**config.mk**
```make
export PLATFORM = sky130hd
export DESIGN_NAME = apt_ctrl
export DESIGN_NICKNAME = d
export VERILOG_FILES = /design/src/hw/apt_ctrl.v /design/src/hw/apt_arb.v
export VERILOG_INCLUDE_DIRS = /design/src /design/src/hw
export SDC_FILE = /design/constraint.sdc
export NUM_CORES = 1
export LEC_CHECK = 0
export BUFFER_PORTS_ARGS = -buffer_cell sky130_fd_sc_hd__buf_2
export CAP_MARGIN = 5
export CORE_MARGIN = 5
export CORE_UTILIZATION = 50
export DETAILED_ROUTE_END_ITERATION = 7
export HOLD_SLACK_MARGIN = 0.06
export PLACE_DENSITY = 0.74
export SLEW_MARGIN = 10
export SYNTH_ARGS = -nofsm -noshare
export SYNTH_HDL_FRONTEND = slang
export SYNTH_SLANG_ARGS = --single-unit
```
**constraint.sdc**
```tcl
create_clock -name sys_clk -period 2.6 [get_ports sys_clk]
set_input_delay 0.26 -clock sys_clk [delete_from_list [all_inputs] [get_ports sys_clk]]
set_output_delay 0.26 -clock sys_clk [all_outputs]
set_load 0.01 [all_outputs]
```
**src/hw/apt_defines.vh**
```
// constants for the paired conversion trigger control block
// included by apt_ctrl.v, not by apt_arb.v; no logic here
`ifndef APT_DEFINES_VH
`define APT_DEFINES_VH
`define APT_NPAIRS      4
`define APT_ADDR_W      4
// register indices (byte address = 4 * index not used: plain port)
`define APT_REG_CTRL3   4'h0
`define APT_REG_CTRL5   4'h1
`define APT_REG_STAT    4'h2
`define APT_REG_MASK    4'h3
// field positions inside one byte-wide pair slot
`define APT_F_IRQEN     7
`define APT_F_PEND      6
`define APT_F_SWTRG     5
`define APT_F_SEL_HI    4
`define APT_F_SEL_LO    0
`define APT_CTRL_RST    16'h0000
// selector codes
`define APT_SEL_OFF     5'h00
`define APT_SEL_SWI     5'h01
`define APT_SEL_SWG     5'h02
`define APT_SEL_PSEV    5'h03
`define APT_SEL_PRI1    5'h04
`define APT_SEL_PRI8    5'h0b
`define APT_SEL_TMRA    5'h0c
`define APT_SEL_SSEV    5'h0d
`define APT_SEL_SEC1    5'h0e
`define APT_SEL_SEC9    5'h16
`define APT_SEL_CL1     5'h17
`define APT_SEL_CL8     5'h1e
`define APT_SEL_TMRB    5'h1f
`endif

```
**src/hw/apt_ctrl.v**
```verilog
// trigger selection, pending flags and conversion requests for four channel pairs
// assumes trigger inputs are same-clock logic pulses/levels; converter core hands
// back conv_busy and a one-cycle conv_done with the pair index it finished
`timescale 1ns/1ps
`include "apt_defines.vh"
module apt_ctrl (
  sys_clk,
  srst,
  reg_addr,
  reg_wdata,
  reg_wr,
  reg_rd,
  reg_rdata,
  glob_swtrg,
  pwm_sev_pri,
  pwm_sev_sec,
  pwm_pri_trg,
  pwm_sec_trg,
  pwm_cl_trg,
  tmr_a_match,
  tmr_b_match,
  conv_busy,
  conv_start,
  conv_pair,
  conv_done,
  done_pair,
  pair_irq,
  irq
);
  input  wire        sys_clk;
  input  wire        srst;
  input  wire [3:0]  reg_addr;
  input  wire [15:0] reg_wdata;
  input  wire        reg_wr;
  input  wire        reg_rd;
  output reg  [15:0] reg_rdata;
  input  wire        glob_swtrg;
  input  wire        pwm_sev_pri;
  input  wire        pwm_sev_sec;
  input  wire [7:0]  pwm_pri_trg;
  input  wire [8:0]  pwm_sec_trg;
  input  wire [7:0]  pwm_cl_trg;
  input  wire        tmr_a_match;
  input  wire        tmr_b_match;
  input  wire        conv_busy;
  output reg         conv_start;
  output reg  [1:0]  conv_pair;
  input  wire        conv_done;
  input  wire [1:0]  done_pair;
  output reg  [3:0]  pair_irq;
  output wire        irq;

  // pair slot layout: pair 0,1 in ctrl3 low/high byte, pair 2,3 in ctrl5
  reg  [3:0]  irq_en_q;
  reg  [3:0]  pend_q;
  reg  [3:0]  swtrg_q;
  reg  [4:0]  sel_q [0:3];
  reg  [3:0]  stat_q;
  reg  [3:0]  mask_q;
  reg  [3:0]  inflight_q;
  reg  [30:0] src_prev_q;
  wire [30:0] src_now;
  wire [30:0] src_edge;
  reg  [3:0]  trig_hit;
  wire [3:0]  gnt;
  reg  [3:0]  done_vec;
  wire        wr_c3;
  wire        wr_c5;
  integer     p;

  // flat source vector indexed by selector code minus one
  assign src_now  = {tmr_b_match, pwm_cl_trg, pwm_sec_trg, pwm_sev_sec, tmr_a_match,
                     pwm_pri_trg, pwm_sev_pri, glob_swtrg, 1'b0};
  // levels held high by a source count once only
  assign src_edge = src_now & ~src_prev_q;

  // maps a selector code to the chosen trigger event
  function sel_fire;
    input [4:0]  code;
    input [30:0] ev;
    input        swi;
    begin
      case (code)
        `APT_SEL_OFF: sel_fire = 1'b0;
        `APT_SEL_SWI: sel_fire = swi;
        `APT_SEL_SWG: sel_fire = ev[1];
        `APT_SEL_PSEV: sel_fire = ev[2];
        `APT_SEL_TMRA: sel_fire = ev[11];
        `APT_SEL_SSEV: sel_fire = ev[12];
        `APT_SEL_TMRB: sel_fire = ev[30];
        default:
        begin
          // codes 4..11 -> ev 3..10, 14..22 -> 13..21, 23..30 -> 22..29
          if (code <= `APT_SEL_PRI8)
            sel_fire = ev[code - 5'h01];
          else if (code <= `APT_SEL_SEC9)
            sel_fire = ev[code - 5'h01];
          else
            sel_fire = ev[code - 5'h01];
        end
      endcase
    end
  endfunction

  always @*
  begin
    for (p = 0; p < 4; p = p + 1)
    begin
      // soft trigger waits in its bit until pending may set
      trig_hit[p] = sel_fire(sel_q[p], src_edge, swtrg_q[p]) & ~pend_q[p];
      done_vec[p] = conv_done && (done_pair == p[1:0]);
    end
  end

  // requests wait while the converter is busy
  apt_arb u_arb (
    .req (pend_q & ~inflight_q & {4{~conv_busy & ~conv_start}}),
    .gnt (gnt)
  );

  assign wr_c3 = reg_wr && (reg_addr == `APT_REG_CTRL3);
  assign wr_c5 = reg_wr && (reg_addr == `APT_REG_CTRL5);

  always @(posedge sys_clk)
  begin
    if (srst)
    begin
      irq_en_q   <= 4'h0;
      pend_q     <= 4'h0;
      swtrg_q    <= 4'h0;
      stat_q     <= 4'h0;
      mask_q     <= 4'h0;
      inflight_q <= 4'h0;
      src_prev_q <= 31'h0;
      conv_start <= 1'b0;
      conv_pair  <= 2'h0;
      pair_irq   <= 4'h0;
      reg_rdata  <= 16'h0000;
      for (p = 0; p < 4; p = p + 1)
        sel_q[p] <= 5'h00;
    end
    else
    begin
      src_prev_q <= src_now;
      conv_start <= |gnt;
      conv_pair  <= gnt[1] ? 2'h1 : gnt[2] ? 2'h2 : gnt[3] ? 2'h3 : 2'h0;
      for (p = 0; p < 4; p = p + 1)
      begin
        if ((p < 2 && wr_c3) || (p >= 2 && wr_c5))
        begin
          irq_en_q[p] <= reg_wdata[8*(p%2)+`APT_F_IRQEN];
          sel_q[p]    <= reg_wdata[8*(p%2)+`APT_F_SEL_LO +: 5];
        end
        // soft bit: set by write, auto-cleared when pending sets
        if (trig_hit[p])
          swtrg_q[p] <= 1'b0;
        else if ((p < 2 && wr_c3) || (p >= 2 && wr_c5))
          swtrg_q[p] <= reg_wdata[8*(p%2)+`APT_F_SWTRG];
        if (gnt[p])
          inflight_q[p] <= 1'b1;
        else if (done_vec[p])
          inflight_q[p] <= 1'b0;
        if (trig_hit[p])
          pend_q[p] <= 1'b1;
        else if (done_vec[p])
          pend_q[p] <= 1'b0;
        pair_irq[p] <= done_vec[p] & irq_en_q[p];
      end
      if (reg_wr && reg_addr == `APT_REG_MASK)
        mask_q <= reg_wdata[3:0];
      // read clears status, but a new completion in that cycle wins
      stat_q <= ((reg_rd && reg_addr == `APT_REG_STAT) ? 4'h0 : stat_q)
                | (done_vec & irq_en_q);
      reg_rdata <= 16'h0000;
      if (reg_rd)
      begin
        case (reg_addr)
          `APT_REG_CTRL3: reg_rdata <= {irq_en_q[1], pend_q[1], swtrg_q[1], sel_q[1],
                                        irq_en_q[0], pend_q[0], swtrg_q[0], sel_q[0]};
          `APT_REG_CTRL5: reg_rdata <= {irq_en_q[3], pend_q[3], swtrg_q[3], sel_q[3],
                                        irq_en_q[2], pend_q[2], swtrg_q[2], sel_q[2]};
          `APT_REG_STAT:  reg_rdata <= {12'h000, stat_q};
          `APT_REG_MASK:  reg_rdata <= {12'h000, mask_q};
          default:        reg_rdata <= 16'h0000;
        endcase
      end
    end
  end

  assign irq = |(stat_q & mask_q);
endmodule // apt_ctrl

```
**src/hw/apt_arb.v**
```verilog
// fixed priority picker for pending conversion pairs
// combinational; lowest index wins, used by apt_ctrl
`timescale 1ns/1ps
module apt_arb (
  req,
  gnt
);
  input  wire [3:0] req;
  output reg  [3:0] gnt;
  integer i;
  reg     found;
  always @*
  begin
    gnt   = 4'h0;
    found = 1'b0;
    for (i = 0; i < 4; i = i + 1)
    begin
      if (req[i] && !found)
      begin
        gnt[i] = 1'b1;
        found  = 1'b1;
      end
    end
  end
endmodule // apt_arb

```
* Word-level counts from Yosys, hierarchy flattened *
Memory sizes are Yosys's and may differ from the RTL's.
Cells that the tools add are included.

word-level totals
  flip-flop bits (word level) = 78
  bits in writable memories = 20
  input bits = 58
  output and inout bits = 24
  logic and storage cells = 173
  memories kept = 1

memories
  name   depth  width  rd ports  clocked after Yosys merged registers in  wr ports  line           RTL
  sel_q  4      5      4         0                                        4         apt_ctrl.v:57  reg [4:0] sel_q [0:3];

cells by class
  add/sub/neg operators = 4
  order comparisons = 4
  eq/ne operators = 30
  muxes and demuxes = 47
  bitwise logic cells = 28
  reductions and logical operators = 36

operators by type and width
  operator             number
  $pmux 16 s4          1
  $eq 5x2->1 const B   8
  $eq 5x4->1 const B   8
  $and 31x31->31       1
  $mux 1               31
  $not 31->31          1
  $pmux 1 s7           4
  $lt 5x6->1 const B   4
  $bmux 1 s5           4
  $eq 5x1->1 const B   4
  $eq 5x5->1 const B   4
  $logic_not 5->1      4
  $mux 5               4
  $sub 5x1->5 const B  4
  $and 4x4->4          4
  $reduce_bool 2->1    8
  $reduce_or 2->1      6
  $logic_and 1x1->1    11
  $and 1x1->1          9
  $eq 4x2->1 const B   2
  $reduce_or 4->1      2
  $not 1->1            7
  $eq 2x2->1 const B   2
  $eq 4x1->1 const B   1
  other kinds (9)      15

* Depth between registers and ports, before layout *
  depth in word-level cells = 16
  gate-level depth with buffers = 10
  mapped depth without buffers = 8

* Hierarchy *
From an unflattened synthesis, not the netlist that was laid out.

unflattened totals
  cell total of the unflattened synthesis = 552
  area total of the unflattened synthesis = 5541.6 sq um

by module, submodules not included
  module    times used  cells an instance  area an instance (sq um)  seq. area each (sq um)
  apt_ctrl  1           548                5505.3                    2142.1
  apt_arb   1           4                  36.3                      0.0

* Worst setup path after synthesis *
No wires, ideal clock.

  path type = register to register
  from = memory sel_q[1][0]
  to = register swtrg_q[1]
  library setup time = 122 ps
  arrival = 2427 ps
  data required time = 2478 ps
  path slack = 52 ps
  cell stages (with the launch flop) = 11
  buffers on the path = 2
  period minus slack after synthesis = 2548 ps
  cells stage by stage = edfxtp_1 -> buf_2 -> inv_2 -> ha_1 -> buf_6 -> or3b_1 -> a21oi_1 -> o22ai_1 -> mux2_4 -> o2bb2ai_2 -> o311a_1

RTL lines
  item                             line            RTL
  from (decl)                      apt_ctrl.v:57
  to (signal, indexed assignment)  apt_ctrl.v:158  swtrg_q[p] <= reg_wdata[8*(p%2)+`APT_F_SWTRG];
  to (decl)                        apt_ctrl.v:56   reg [3:0] swtrg_q;

==> results.py <==
metrics = {
    "min_path": {
        "worstHoldPathType": "input port to flop",
    },
    "power_and_ir_drop": {
        "cellPowerDensity_nw_per_um2": 604,
        "power_leakage_nw": 2.67,
        "ir_drop_mv": 0.334,
    },
    "routing": {
        "drt-wirelength-per-cell_um": 19.4,
        "drc": 0,
        "dr.pass1.iters": 5,
        "vias": 4833,
        "vias_per_cell": 6.06,
        "postRouteAntennaNets": 0,
        "wirelength_um": 15500,
        "initialDrtViolationCount": 424,
    },
    "layout": {
        "post_route_cells_drive_above_1_share_pct": 24.4,
        "fin_nets": 726,
        "layout_common_cells": "buf_2, dfxtp_1, nor2b_1, nor2_1, nand2b_1",
        "antenna_cells": 0,
        "area_delta_synth_final_pct": 16.8,
        "final_common_cell": "buf_2",
        "postLayoutCoreUtil_pct": 59.9,
    },
    "sta": {
        "finClkSkew_ns": 0.0106,
        "finalMaxSlewViolations": 0,
        "worstMarginPinSlew_ns": 0.668,
        "layout_min_cycle_time_ns": 2.44,
        "relSlewSlack_pct": 55.4,
        "hold_viol": 0,
        "setup_tns_ns": 0,
        "setup_violations": 0,
        "rsz0062_at_grt": "false",
        "fmax_mhz": 410,
        "fin_crit_sh_pct": 93.9,
    },
    "place": {
        "dp_hpwl_um": 11900,
        "gp_congestion": 0.965,
        "port_buffers": 79,
    },
    "yosys": {
        "avgSynthCellArea_um2": 9.87,
        "ys_types": 73,
        "netlist_area_um2": 5610,
        "synth_top_area_share_pct": 27.5,
        "syn_inst": 568,
        "synth_edf_count": 20,
        "synth_area_leaders": "dfxtp_1, edfxtp_1, mux4_2",
        "ys_seq_area_share_pct": 38.2,
        "synth_seq_cells": 97,
        "synth_fp_nets": 642,
        "synth_flop_cell": "dfxtp_1",
        "synth_top_area_cell": "dfxtp_1",
        "async_flop_share_pct": 0,
        "yosysWarningCount": 0,
    },
    "worst_setup_path": {
        "path_delay_family": "multiplexers",
        "cp.arrival_ns": 2.69,
        "timing_worst_setup_path_type": "flop to flop",
        "critical_path_required_ns": 2.85,
        "cp_num_buf_inv": 1,
        "critPathCaptureType": "flop",
        "crit_slowest_cell": "mux4_2",
        "start_kind": "flop",
        "crit_path_cell_trace": "inv_1, ha_1, xnor2_1, mux4_2, mux2_2, nand2_1, o211ai_1, a41o_1",
        "critPathMaxStageDelay_ns": 0.56,
        "cp_max_fo": 5,
    },
    "clock_tree": {
        "post_cts_resized": 0,
        "cts_tree": "built",
        "clockBufferDepth": 2,
        "htreeDepth": 3,
        "post-cts-setup-buffer-count": 0,
        "clock-root-buffer": "clkbuf_16",
        "hold_buffers": 0,
        "worstSkewPairLatency_ns": 0.36,
        "clock-sinks": 97,
        "numCtsBuffers": 9,
        "clk_pin_slew_ns": 0.07,
    },
    "global_route": {
        "gr-usage-all-layers_pct": 23.9,
        "grt_max_degree": 30,
        "first_global_vias": 4810,
        "overflow": 0,
        "grt_first_pass_wirelength_um": 24700,
        "antenna_found_initial": 0,
    },
    "floorplanning": {
        "boundaryPins": 82,
        "fp.dieW_um": 116,
        "start_util_pct": 51.3,
        "die_h_um": 116,
        "fp.coreArea_um2": 10900,
        "die-area_um2": 13400,
        "rows": 38,
    },
    "flow_run": {
        "maxCapViolCount": 0,
    },
    "run_status": {
        "status": "completed",
    },
}
-- layer usage --
layer | up-vias | wire (um) | GRT usage, %
met5 | - | 0 | 0
met2 | 199 | 7470 | 38.7
met1 | 2354 | 6410 | 30.6
li1 | 2253 | - | -
met4 | 0 | 469 | 12.1
met3 | 27 | 1120 | 4.60
-- flip-flops by register name (all words and copies together), names as in the netlist --
name and cells:
src_prev_q 30, irq_en_q 4, pair_irq 4, conv_pair 2
stat_q 4, conv_start 1, sel_q 20, mask_q 4
reg_rdata 16, pend_q 4, swtrg_q 4, inflight_q 4
-- path summary, 6_finish.rpt --
| kind | to | slack, ns | startpoint | cells past startpoint |
|---|---|---|---|---|
| worst max register to register | pend_q[2] | 0.16 | sel_q[2][1] | 8 |
| worst max-delay path | pend_q[2] | 0.16 | sel_q[2][1] | 8 |
| worst min register to register | swtrg_q[0] | 0.48 | swtrg_q[0] | 2 |
| worst min-delay path | src_prev_q[10] | 0.12 | pwm_pri_trg[7] | 2 |
-- cell usage after synthesis, types with 3 or more instances --
cell type,count
a31oi_1,7
o21ai_0,10
a22o_1,5
nand2_1,25
nor3b_1,7
a22oi_1,23
a21o_1,4
nor3_1,9
mux4_2,21
or3_1,5
dfxtp_1,77
xor2_1,4
o22ai_1,6
nand2b_1,27
a21oi_1,19
o211ai_1,3
nor2_1,37
a211oi_1,5
buf_2,8
nor2b_1,54
inv_1,14
or3b_1,3
edfxtp_1,20
nand4_1,3
mux2i_1,14
mux2_2,7
and2_1,22
ha_1,16
nand3b_1,11
clkbuf_1,21
xnor2_1,8
nor4bb_1,4
nor4_1,3
and3_1,8
nand3_1,6
-- through the flow --
step / power (mW) / hold WS (ns) / cell area, um^2 / setup slack (ns) / instances
after floorplan: 2.24 / 0.386 / 5610 / 0.0516 / 568
after CTS: 3.97 / 0.114 / 6550 / 0.163 / 797
final: 3.95 / 0.119 / 6550 / 0.159 / 797
after global routing: 4.10 / 0.123 / 6550 / 0.0416 / 797
after global placement: 2.48 / 0.468 / 6230 / 0.253 / 781
after detailed placement: 2.51 / 0.477 / 6230 / 0.169 / 781
-- final cells by class --
type                            count  area [um^2]
Tap cell                          140          175
Fill cell                         918         4390
Timing Repair Buffer              105          591
Sequential cell                    97         2140
Clock inverter                      5         86.3
Multi-Input combinational cell    423         3260
Inverter                           16         60.1
Clock buffer                       11          233
-- report_power, final --
part           switching, mW  internal, mW  total (mW)
Combinational          0.428         0.370       0.798
Sequential            0.0780          1.61        1.69
Clock                  0.610         0.855        1.47
-- worst register-to-register path, stage by stage (launching register included) --
cell	delay, ns
edfxtp_1	0.36
inv_1	0.07
ha_1	0.25
xnor2_1	0.35
mux4_2	0.56
mux2_2	0.27
nand2_1	0.06
o211ai_1	0.14
a41o_1	0.27
-- cell families (layout without fill, tap and decap cells) --
group                      Yosys count  after routing  synth area share [%]
and+or+nand+nor                    234            234                  24.5
AOI/OAI and AO/OA                  116            116                  15.0
DFF                                 97             97                  38.2
buffers and inverters               48            137                  3.66
muxes                               43             43                  12.6
adders and majority gates           16             16                  3.57
xor gates and xnor gates            14             14                  2.45
Power figures use the tool's default switching activity.
